[src/pkg/trw_pkg.sv]
// Constants and types for the tagged register write front end.
// Assumes a single core clock and a synchronous active-high reset.
package trw_pkg;

  localparam int unsigned DATA_W    = 32;
  localparam int unsigned TAG_W     = 9;
  localparam int unsigned ADDR_W    = 12;
  localparam int unsigned TAG_LSB   = 3;
  localparam int unsigned FIFO_DEPTH = 32;
  localparam int unsigned CNT_W     = 6;

  // Register tags
  localparam logic [TAG_W-1:0] TAG_LINE_START_X   = 9'h000;
  localparam logic [TAG_W-1:0] TAG_LINE_START_Y   = 9'h001;
  localparam logic [TAG_W-1:0] TAG_LINE_STEP_X    = 9'h002;
  localparam logic [TAG_W-1:0] TAG_LINE_STEP_Y    = 9'h003;
  localparam logic [TAG_W-1:0] TAG_LINE_COUNT     = 9'h004;
  localparam logic [TAG_W-1:0] TAG_CLIP_UPPER     = 9'h005;
  localparam logic [TAG_W-1:0] TAG_PIXEL_COMBINE  = 9'h006;
  localparam logic [TAG_W-1:0] TAG_BLEND          = 9'h007;
  localparam logic [TAG_W-1:0] TAG_RENDER         = 9'h008;
  localparam logic [TAG_W-1:0] TAG_CONTINUE_LINE  = 9'h009;
  localparam logic [TAG_W-1:0] TAG_CLEAR_HIT      = 9'h00A;
  localparam logic [TAG_W-1:0] TAG_FLUSH          = 9'h00B;

  // Field widths of sign-extended coordinate fields and the line count field
  localparam int unsigned COORD_W = 16;
  localparam int unsigned COUNT_W = 16;

  localparam logic [DATA_W-1:0]  CTRL_RESET  = 32'h0000_0000;
  localparam logic [CNT_W-1:0]   FREE_RESET  = 6'h20;

  typedef enum logic [1:0] {
    TRW_IDLE  = 2'b00,
    TRW_DRAW  = 2'b01,
    TRW_FLUSH = 2'b10
  } trw_state_e;

endpackage

[src/verilog/trw_fifo.sv]
// Synchronous FIFO holding tagged register writes.
// Assumes one clock; reader and writer both live on it.
`timescale 1ns/1ps
module trw_fifo #(
  parameter int unsigned WIDTH = 41,
  parameter int unsigned DEPTH = 32,
  parameter int unsigned CNT_W = 6
) (
  // Clock and reset
  input  wire logic             clk,
  input  wire logic             reset,
  // Fill side
  input  wire logic             in_valid,
  output logic                  in_ready,
  input  wire logic [WIDTH-1:0] in_data,
  // Drain side
  output logic                  out_valid,
  input  wire logic             out_ready,
  output logic [WIDTH-1:0]      out_data,
  // Status
  output logic [CNT_W-1:0]      free_count
);

  localparam int unsigned PTR_W = $clog2(DEPTH);

  logic [WIDTH-1:0] mem [DEPTH];
  logic [PTR_W-1:0] wr_ptr_reg;
  logic [PTR_W-1:0] wr_ptr_next;
  logic [PTR_W-1:0] rd_ptr_reg;
  logic [PTR_W-1:0] rd_ptr_next;
  logic [CNT_W-1:0] used_reg;
  logic [CNT_W-1:0] used_next;
  logic [WIDTH-1:0] out_data_reg;
  logic [WIDTH-1:0] out_data_next;
  logic             out_valid_reg;
  logic             out_valid_next;
  logic             push;
  logic             pop;
  logic             load_out;

  // Storage count includes the output register stage
  assign in_ready   = (used_reg != CNT_W'(DEPTH));
  assign push       = in_valid && in_ready;
  assign load_out   = (!out_valid_reg || out_ready) && (wr_ptr_reg != rd_ptr_reg
                      || (used_reg == CNT_W'(DEPTH) && out_valid_reg == 1'b0));
  assign pop        = out_valid_reg && out_ready;
  assign out_valid  = out_valid_reg;
  assign out_data   = out_data_reg;
  assign free_count = CNT_W'(DEPTH) - used_reg;

  always_comb begin
    wr_ptr_next    = wr_ptr_reg;
    rd_ptr_next    = rd_ptr_reg;
    used_next      = used_reg;
    out_data_next  = out_data_reg;
    out_valid_next = out_valid_reg;
    if (push) begin
      wr_ptr_next = wr_ptr_reg + PTR_W'(1);
    end
    if (pop) begin
      out_valid_next = 1'b0;
    end
    if (load_out) begin
      out_data_next  = mem[rd_ptr_reg];
      out_valid_next = 1'b1;
      rd_ptr_next    = rd_ptr_reg + PTR_W'(1);
    end
    case ({push, pop})
      2'b10:   used_next = used_reg + CNT_W'(1);
      2'b01:   used_next = used_reg - CNT_W'(1);
      default: used_next = used_reg;
    endcase
  end

  always_ff @(posedge clk) begin
    if (push) begin
      mem[wr_ptr_reg] <= in_data;
    end
  end

  always_ff @(posedge clk) begin
    if (reset) begin
      wr_ptr_reg    <= '0;
      rd_ptr_reg    <= '0;
      used_reg      <= '0;
      out_data_reg  <= '0;
      out_valid_reg <= 1'b0;
    end else begin
      wr_ptr_reg    <= wr_ptr_next;
      rd_ptr_reg    <= rd_ptr_next;
      used_reg      <= used_next;
      out_data_reg  <= out_data_next;
      out_valid_reg <= out_valid_next;
    end
  end

endmodule

[src/verilog/trw_front_end.sv]
// Host write front end: queues tagged register writes and applies them.
// Assumes host writes arrive already synchronous to clk as one-cycle strobes.
`timescale 1ns/1ps
module trw_front_end #(
  parameter int unsigned FIFO_DEPTH = trw_pkg::FIFO_DEPTH
) (
  // Clock and reset
  input  wire logic                           clk,
  input  wire logic                           reset,
  // Host write port inside memory region zero
  input  wire logic                           host_wr,
  input  wire logic [trw_pkg::ADDR_W-1:0]     host_addr,
  input  wire logic [3:0]                     host_be,
  input  wire logic [trw_pkg::DATA_W-1:0]     host_wdata,
  output logic                                host_wr_ready,
  output logic                                host_wr_dropped,
  // Queue status
  output logic [trw_pkg::CNT_W-1:0]           input_queue_free_count,
  // Readable control values
  output logic [trw_pkg::DATA_W-1:0]          clip_upper_limits,
  output logic [trw_pkg::DATA_W-1:0]          pixel_combine_setting,
  output logic [trw_pkg::DATA_W-1:0]          blend_setting,
  // Drawing state
  output logic                                drawing,
  output logic                                pixel_valid,
  output logic [trw_pkg::COORD_W-1:0]         pixel_x,
  output logic [trw_pkg::COORD_W-1:0]         pixel_y,
  output logic                                hit_flag,
  output logic                                flush_done
);

  localparam int unsigned ENTRY_W = trw_pkg::TAG_W + trw_pkg::DATA_W;
  localparam int unsigned CW      = trw_pkg::COORD_W;

  // ****************************************
  // Host write capture
  // ****************************************
  logic                       q_in_valid;
  logic                       q_in_ready;
  logic [ENTRY_W-1:0]         q_in_data;
  logic                       q_out_valid;
  logic                       q_out_ready;
  logic [ENTRY_W-1:0]         q_out_data;
  logic                       full_word;
  logic                       aligned;

  // Only whole 32-bit writes on a 64-bit boundary make an entry
  assign full_word  = (host_be == 4'hF);
  assign aligned    = (host_addr[trw_pkg::TAG_LSB-1:0] == 3'h0);
  assign q_in_valid = host_wr && full_word && aligned;
  // Tag is offset in 8-byte units, stored with the written word
  assign q_in_data  = {host_addr[trw_pkg::ADDR_W-1:trw_pkg::TAG_LSB], host_wdata};
  assign host_wr_ready = q_in_ready;

  // A write at a full queue is lost; a pulse lets the system observe it
  logic dropped_reg;
  logic dropped_next;
  always_comb begin
    dropped_next = host_wr && !q_in_ready;
  end

  trw_fifo #(
    .WIDTH (ENTRY_W),
    .DEPTH (FIFO_DEPTH),
    .CNT_W (trw_pkg::CNT_W)
  ) trw_fifo_inst (
    .clk        (clk),
    .reset      (reset),
    .in_valid   (q_in_valid),
    .in_ready   (q_in_ready),
    .in_data    (q_in_data),
    .out_valid  (q_out_valid),
    .out_ready  (q_out_ready),
    .out_data   (q_out_data),
    .free_count (input_queue_free_count)
  );

  // ****************************************
  // Entry decode
  // ****************************************
  logic [trw_pkg::TAG_W-1:0]  e_tag;
  logic [trw_pkg::DATA_W-1:0] e_data;
  logic                       take;
  trw_pkg::trw_state_e        state_reg;
  trw_pkg::trw_state_e        state_next;

  assign e_tag  = q_out_data[ENTRY_W-1:trw_pkg::DATA_W];
  assign e_data = q_out_data[trw_pkg::DATA_W-1:0];
  // Entries leave one at a time in order, only while idle
  assign q_out_ready = (state_reg == trw_pkg::TRW_IDLE);
  assign take        = q_out_valid && q_out_ready;

  // ****************************************
  // Control registers
  // ****************************************
  // Bit 0 of each field is its LSB; coordinate fields keep the low bits only
  // so sign-extended words are accepted
  logic [CW-1:0]              start_x_reg, start_x_next;
  logic [CW-1:0]              start_y_reg, start_y_next;
  logic [CW-1:0]              step_x_reg, step_x_next;
  logic [CW-1:0]              step_y_reg, step_y_next;
  logic [trw_pkg::COUNT_W-1:0] count_reg, count_next;
  logic [trw_pkg::DATA_W-1:0] clip_reg, clip_next;
  logic [trw_pkg::DATA_W-1:0] combine_reg, combine_next;
  logic [trw_pkg::DATA_W-1:0] blend_reg, blend_next;

  // Only dequeued entries touch control values, never the core
  always_comb begin
    start_x_next = start_x_reg;
    start_y_next = start_y_reg;
    step_x_next  = step_x_reg;
    step_y_next  = step_y_reg;
    count_next   = count_reg;
    clip_next    = clip_reg;
    combine_next = combine_reg;
    blend_next   = blend_reg;
    if (take) begin
      case (e_tag)
        trw_pkg::TAG_LINE_START_X:  start_x_next = e_data[CW-1:0];
        trw_pkg::TAG_LINE_START_Y:  start_y_next = e_data[CW-1:0];
        trw_pkg::TAG_LINE_STEP_X:   step_x_next  = e_data[CW-1:0];
        trw_pkg::TAG_LINE_STEP_Y:   step_y_next  = e_data[CW-1:0];
        trw_pkg::TAG_LINE_COUNT:    count_next   = e_data[trw_pkg::COUNT_W-1:0];
        trw_pkg::TAG_CLIP_UPPER:    clip_next    = e_data;
        trw_pkg::TAG_PIXEL_COMBINE: combine_next = e_data;
        trw_pkg::TAG_BLEND:         blend_next   = e_data;
        default:                    clip_next    = clip_reg;
      endcase
    end
  end

  always_ff @(posedge clk) begin
    if (reset) begin
      start_x_reg <= '0;
      start_y_reg <= '0;
      step_x_reg  <= '0;
      step_y_reg  <= '0;
      count_reg   <= '0;
      clip_reg    <= trw_pkg::CTRL_RESET;
      combine_reg <= trw_pkg::CTRL_RESET;
      blend_reg   <= trw_pkg::CTRL_RESET;
    end else begin
      start_x_reg <= start_x_next;
      start_y_reg <= start_y_next;
      step_x_reg  <= step_x_next;
      step_y_reg  <= step_y_next;
      count_reg   <= count_next;
      clip_reg    <= clip_next;
      combine_reg <= combine_next;
      blend_reg   <= blend_next;
    end
  end

  assign clip_upper_limits     = clip_reg;
  assign pixel_combine_setting = combine_reg;
  assign blend_setting         = blend_reg;

  // ****************************************
  // Working registers and line walker
  // ****************************************
  // Working registers have no tag, so no host address reaches them
  logic [CW-1:0]               work_x_reg, work_x_next;
  logic [CW-1:0]               work_y_reg, work_y_next;
  logic [trw_pkg::COUNT_W-1:0] left_reg, left_next;
  logic                        hit_reg, hit_next;
  logic                        flush_reg, flush_next;
  logic                        pix_reg, pix_next;
  logic                        in_clip;

  // Pixels beyond the clip limits are walked but not emitted
  assign in_clip = (work_x_reg <= clip_reg[CW-1:0]) && (work_y_reg <= clip_reg[31:16]);

  always_comb begin
    state_next  = state_reg;
    work_x_next = work_x_reg;
    work_y_next = work_y_reg;
    left_next   = left_reg;
    hit_next    = hit_reg;
    flush_next  = 1'b0;
    pix_next    = 1'b0;
    case (state_reg)
      trw_pkg::TRW_IDLE: begin
        if (take) begin
          case (e_tag)
            trw_pkg::TAG_RENDER: begin
              // Begin-draw reloads working values before drawing
              work_x_next = start_x_reg;
              work_y_next = start_y_reg;
              left_next   = count_reg;
              if (count_reg != '0) begin
                state_next = trw_pkg::TRW_DRAW;
              end
            end
            trw_pkg::TAG_CONTINUE_LINE: begin
              // Continue-draw keeps where the last line stopped
              left_next = count_reg;
              if (count_reg != '0) begin
                state_next = trw_pkg::TRW_DRAW;
              end
            end
            trw_pkg::TAG_CLEAR_HIT: hit_next = 1'b0;
            trw_pkg::TAG_FLUSH: state_next = trw_pkg::TRW_FLUSH;
            default: state_next = trw_pkg::TRW_IDLE;
          endcase
        end
      end
      trw_pkg::TRW_DRAW: begin
        // Coordinates follow the pixel and end on the next point
        pix_next    = in_clip;
        hit_next    = hit_reg || in_clip;
        work_x_next = work_x_reg + step_x_reg;
        work_y_next = work_y_reg + step_y_reg;
        left_next   = left_reg - trw_pkg::COUNT_W'(1);
        if (left_reg == trw_pkg::COUNT_W'(1)) begin
          state_next = trw_pkg::TRW_IDLE;
        end
      end
      trw_pkg::TRW_FLUSH: begin
        flush_next = 1'b1;
        state_next = trw_pkg::TRW_IDLE;
      end
      default: state_next = trw_pkg::TRW_IDLE;
    endcase
  end

  logic [CW-1:0] px_reg, px_next;
  logic [CW-1:0] py_reg, py_next;
  always_comb begin
    px_next = (state_reg == trw_pkg::TRW_DRAW) ? work_x_reg : px_reg;
    py_next = (state_reg == trw_pkg::TRW_DRAW) ? work_y_reg : py_reg;
  end

  always_ff @(posedge clk) begin
    if (reset) begin
      state_reg   <= trw_pkg::TRW_IDLE;
      work_x_reg  <= '0;
      work_y_reg  <= '0;
      left_reg    <= '0;
      hit_reg     <= 1'b0;
      flush_reg   <= 1'b0;
      pix_reg     <= 1'b0;
      px_reg      <= '0;
      py_reg      <= '0;
      dropped_reg <= 1'b0;
    end else begin
      state_reg   <= state_next;
      work_x_reg  <= work_x_next;
      work_y_reg  <= work_y_next;
      left_reg    <= left_next;
      hit_reg     <= hit_next;
      flush_reg   <= flush_next;
      pix_reg     <= pix_next;
      px_reg      <= px_next;
      py_reg      <= py_next;
      dropped_reg <= dropped_next;
    end
  end

  assign drawing         = (state_reg == trw_pkg::TRW_DRAW);
  assign pixel_valid     = pix_reg;
  assign pixel_x         = px_reg;
  assign pixel_y         = py_reg;
  assign hit_flag        = hit_reg;
  assign flush_done      = flush_reg;
  assign host_wr_dropped = dropped_reg;

  // ****************************************
  // Checks
  // ****************************************
  AST_FREE_MAX: assert property (@(posedge clk) disable iff (reset)
    input_queue_free_count <= trw_pkg::CNT_W'(FIFO_DEPTH))
    else $error("free count above queue depth");

  AST_DROP_FULL: assert property (@(posedge clk) disable iff (reset)
    (host_wr && !q_in_ready) |=> host_wr_dropped && input_queue_free_count
    == $past(input_queue_free_count) + trw_pkg::CNT_W'($past(take)))
    else $error("write at full queue changed the count");

  AST_FREE_DOWN: assert property (@(posedge clk) disable iff (reset)
    (q_in_valid && q_in_ready && !(q_out_valid && q_out_ready))
    |=> input_queue_free_count == $past(input_queue_free_count) - trw_pkg::CNT_W'(1))
    else $error("free count did not fall on entry");

  AST_FREE_UP: assert property (@(posedge clk) disable iff (reset)
    (!q_in_valid && q_out_valid && q_out_ready)
    |=> input_queue_free_count == $past(input_queue_free_count) + trw_pkg::CNT_W'(1))
    else $error("free count did not rise on removal");

  AST_BEGIN_LOAD: assert property (@(posedge clk) disable iff (reset)
    (take && e_tag == trw_pkg::TAG_RENDER)
    |=> work_x_reg == $past(start_x_reg) && work_y_reg == $past(start_y_reg))
    else $error("begin-draw did not load working values");

  AST_CONT_KEEP: assert property (@(posedge clk) disable iff (reset)
    (take && e_tag == trw_pkg::TAG_CONTINUE_LINE)
    |=> work_x_reg == $past(work_x_reg) && work_y_reg == $past(work_y_reg))
    else $error("continue-draw changed working values");

  AST_NO_DRAW_CMD: assert property (@(posedge clk) disable iff (reset)
    (take && (e_tag == trw_pkg::TAG_CLEAR_HIT || e_tag == trw_pkg::TAG_FLUSH))
    |=> !drawing && !pixel_valid)
    else $error("non-drawing command started a draw");

  AST_CLEAR_HIT: assert property (@(posedge clk) disable iff (reset)
    (take && e_tag == trw_pkg::TAG_CLEAR_HIT) |=> !hit_flag)
    else $error("hit flag not cleared");

  AST_CTRL_HOLD: assert property (@(posedge clk) disable iff (reset)
    !take |=> $stable(clip_reg) && $stable(blend_reg) && $stable(start_x_reg))
    else $error("control value changed without an entry");

  AST_LINE_END: assert property (@(posedge clk) disable iff (reset)
    (drawing && left_reg == trw_pkg::COUNT_W'(1))
    |=> !drawing && work_x_reg == $past(work_x_reg) + $past(step_x_reg))
    else $error("line did not end on next point");

endmodule

[config.mk]
export PLATFORM = sky130hd
export DESIGN_NAME = trw_front_end
export DESIGN_NICKNAME = d
export VERILOG_FILES = /design/src/pkg/trw_pkg.sv /design/src/verilog/trw_fifo.sv /design/src/verilog/trw_front_end.sv
export SDC_FILE = /design/constraint.sdc
export NUM_CORES = 2
export LEC_CHECK = 0
export BUFFER_PORTS_ARGS = -buffer_cell sky130_fd_sc_hd__buf_4
export CAP_MARGIN = 0
export CORE_MARGIN = 1.5
export CORE_UTILIZATION = 50
export CTS_CLUSTER_DIAMETER = 30
export DETAILED_ROUTE_END_ITERATION = 10
export PLACE_DENSITY_LB_ADDON = 0.15
export SLEW_MARGIN = 30
export SYNTH_ARGS = -nofsm -noshare
export SYNTH_HDL_FRONTEND = slang
export SYNTH_HIERARCHICAL = 1
export SYNTH_SLANG_ARGS = --single-unit
[constraint.sdc]
create_clock -name clk -period 5.4 [get_ports clk]
set_input_delay 0.54 -clock clk [delete_from_list [all_inputs] [get_ports clk]]
set_output_delay 0.54 -clock clk [all_outputs]
set_load 0.01 [all_outputs]
==> impl_metrics.env <==
export IMPL_outcome="completed"
export IMPL_max_freq_ghz=0.292
export IMPL_area_growth_pct=23.7
export IMPL_final_area_um2=79500
export IMPL_tightest_slew_ps=1100
export IMPL_largest_register_ffs=1312
export IMPL_nets=4515
export IMPL_reg2reg_slack_ps=1980
export IMPL_hpwl_um=108000
export IMPL_worstHoldPathCells=1
export IMPL_grt_pass1_wl_um=259000
export IMPL_fin_total_pwr_mw=40.8
export IMPL_drive_gt1_share_pct=24.8
export IMPL_hold_ws_ps=77.0
export IMPL_clk_latency_ps=920
export IMPL_report_final_hold_viol_count=0
export IMPL_yosysTopAreaCell="edfxtp_1"
export IMPL_wl_per_cell_um=28.2
export IMPL_fin_ws_ps=1980
export IMPL_r2r_start="trw_fifo_inst/used_reg[0]"
export IMPL_ys_seq_area_share_pct=71.2
export IMPL_finalSetupTns_ps=0
export IMPL_ys_ff_latch=1632
export IMPL_vdd_drop_max_mv=0.357
export IMPL_boundaryPins=191
export IMPL_tritoncts="built"
export IMPL_finalNonFillerCells=6317
export IMPL_grt_antenna_before_repair=5
export IMPL_wl_um=178000
export IMPL_coreArea_um2=128000
export IMPL_ys_async_sr_fraction_pct=0
export IMPL_rows=131
export IMPL_worstRegToRegCells=8
export IMPL_period_share_pct=63.3
export IMPL_crit_required_ps=5920
export IMPL_crit_type="reg -> reg"
export IMPL_slew_viol_final=0
export IMPL_hp_start="host_wdata[8]"
export IMPL_synth_cell_area_um2=64300
export IMPL_worstPathArrival_ps=3950
export IMPL_clk_pin_slew_ps=50
export IMPL_crit_path_end_kind="register"
export IMPL_synth_top_flop_cell="edfxtp_1"
export IMPL_die_w_um=362
export IMPL_pre_cts_slack_ps=1900
export IMPL_synth_edf_count=1312
export IMPL_setup_viol=0
export IMPL_htreeDepth=5
export IMPL_powerDensity_nw_per_um2=514
export IMPL_postRouteAntennaNets=0
export IMPL_die_y_um=362
export IMPL_clockBufferDepth=4
export IMPL_cts_repair_resized=0
export IMPL_dieArea_um2=131000
export IMPL_ys_types=79
export IMPL_yosys_area_top_type_share_pct=61.3
export IMPL_min_path_type="in -> reg"
export IMPL_timing_rr_end="trw_fifo_inst/mem[8][23]"
export IMPL_clock_sinks=1632
export IMPL_synthCells=4002
export IMPL_rsz0062_at_grt="false"
export IMPL_io_buffers=190
export IMPL_period_needed_ps=3420
export IMPL_p_leak_nw=26.9
export IMPL_start_util_pct=50.4
export IMPL_cts_made_buffers=339
export IMPL_skew_ps=70.9
export IMPL_yosys_warnings=6
export IMPL_hold_end="trw_fifo_inst/mem[5][8]"
export IMPL_crit_fanout=19
export IMPL_place_congestion=0.870
export IMPL_via_count=38200
export IMPL_fin_util_pct=62.4
export IMPL_grt_max_degree=85
export IMPL_viasPerCell=6.04
export IMPL_drc=0
export IMPL_startpoint_type="register"
export IMPL_dpl_instance_area_um2=68000
export IMPL_max_cap_violations=0
export IMPL_drt_iter0_markers=4022
export IMPL_grt_overflow=0
export IMPL_grt_pass1_vias=37900
export IMPL_yosys_top_cells_area="edfxtp_1 (61%), dfxtp_1 (10%), mux4_2 (8.7%)"
export IMPL_cts_root_buf="clkbuf_16"
export IMPL_avgSynthCellArea_um2=16.1
export IMPL_relSlewSlack_pct=26.3
export IMPL_first_pass_iters=6
export IMPL_gr_usage_all_layers_pct=27.3
export IMPL_dp_cells=5707
export IMPL_synth_net_count=4128
## routing by layer
metal	routed length (µm)	global-route usage, %
met5	13	0
met4	4830	9.29
met3	13300	4.99
met2	86500	44.0
met1	73700	37.6
## where the power goes
group	internal, mW	leakage [nW]	switching (mW)
clock network	14.2	5.54	6.59
logic	2.35	7.00	3.05
registers	13.8	14.4	0.872
## cell type report
cell class / count / area (µm²)
flip-flops and latches: 1632 / 45800
clock inverters: 205 / 2560
repair buffers: 298 / 2450
fillers: 9200 / 48000
diodes: 3 / 7.51
multi-input cells: 2061 / 17500
inverters: 57 / 214
clock buffers: 399 / 8930
well taps: 1662 / 2080
## worst max path at each step
stage	from	endpoint
global placement	host_addr[1]	trw_fifo_inst/mem[11][27]
detailed placement	host_addr[1]	trw_fifo_inst/mem[8][15]
floorplan	trw_fifo_inst/used_reg[0]	trw_fifo_inst/mem[15][0]
CTS	trw_fifo_inst/used_reg[0]	trw_fifo_inst/mem[8][23]
global route	trw_fifo_inst/used_reg[0]	trw_fifo_inst/mem[11][27]
finish	trw_fifo_inst/used_reg[0]	trw_fifo_inst/mem[8][23]
## cell usage after synthesis (all sizes together) (12+ instances only)
| master | number |
|---|---|
| mux4 | 247 |
| xor2 | 16 |
| nand2 | 438 |
| o21ai | 93 |
| nor2b | 19 |
| edfxtp | 1312 |
| nand2b | 12 |
| a22oi | 46 |
| ha | 73 |
| xnor2 | 19 |
| a21o | 19 |
| clkbuf | 139 |
| a32o | 41 |
| a211oi | 51 |
| nand4 | 16 |
| buf | 113 |
| a21oi | 290 |
| nand3 | 20 |
| o22ai | 46 |
| nor2 | 147 |
| nor3 | 26 |
| mux2i | 255 |
| inv | 57 |
| o221ai | 45 |
| dfxtp | 320 |
## timing repair
action	CTS	global route
setup buffers	0	0
hold buffers	1	0
endpoints found under the hold margin	1	0
endpoints found under the setup margin	0	0
## kinds of logic after synthesis
group	after synthesis	synth area share (%)
DFF	1632	71.2
adders and majority gates	75	1.48
xor gates and xnor gates	35	0.477
AOI/OAI and AO/OA	704	7.01
muxes	506	12.7
and+or+nand+nor	741	5.03
buffers and inverters	309	2.08
## critical path, stage by stage, from the launching register on
cell,delay [ps]
dfxtp_1,510
inv_1,80
ha_1,230
nor3b_4,170
a21boi_2,140
buf_4,210
nand2_1,460
nor2_4,810
buf_4,430
## layout by cell type (no fill, tap or decap), types with 50 or more instances in the layout
master / n
clkbuf_16: 342
a211oi_1: 50
bufinv_16: 50
mux4_2: 247
ha_1: 73
mux2i_1: 255
edfxtp_1: 1312
a21oi_1: 289
o21ai_0: 52
dfxtp_1: 315
nand2_1: 435
inv_1: 56
nor2_1: 112
buf_4: 279
Power figures use the tool's default switching activity.
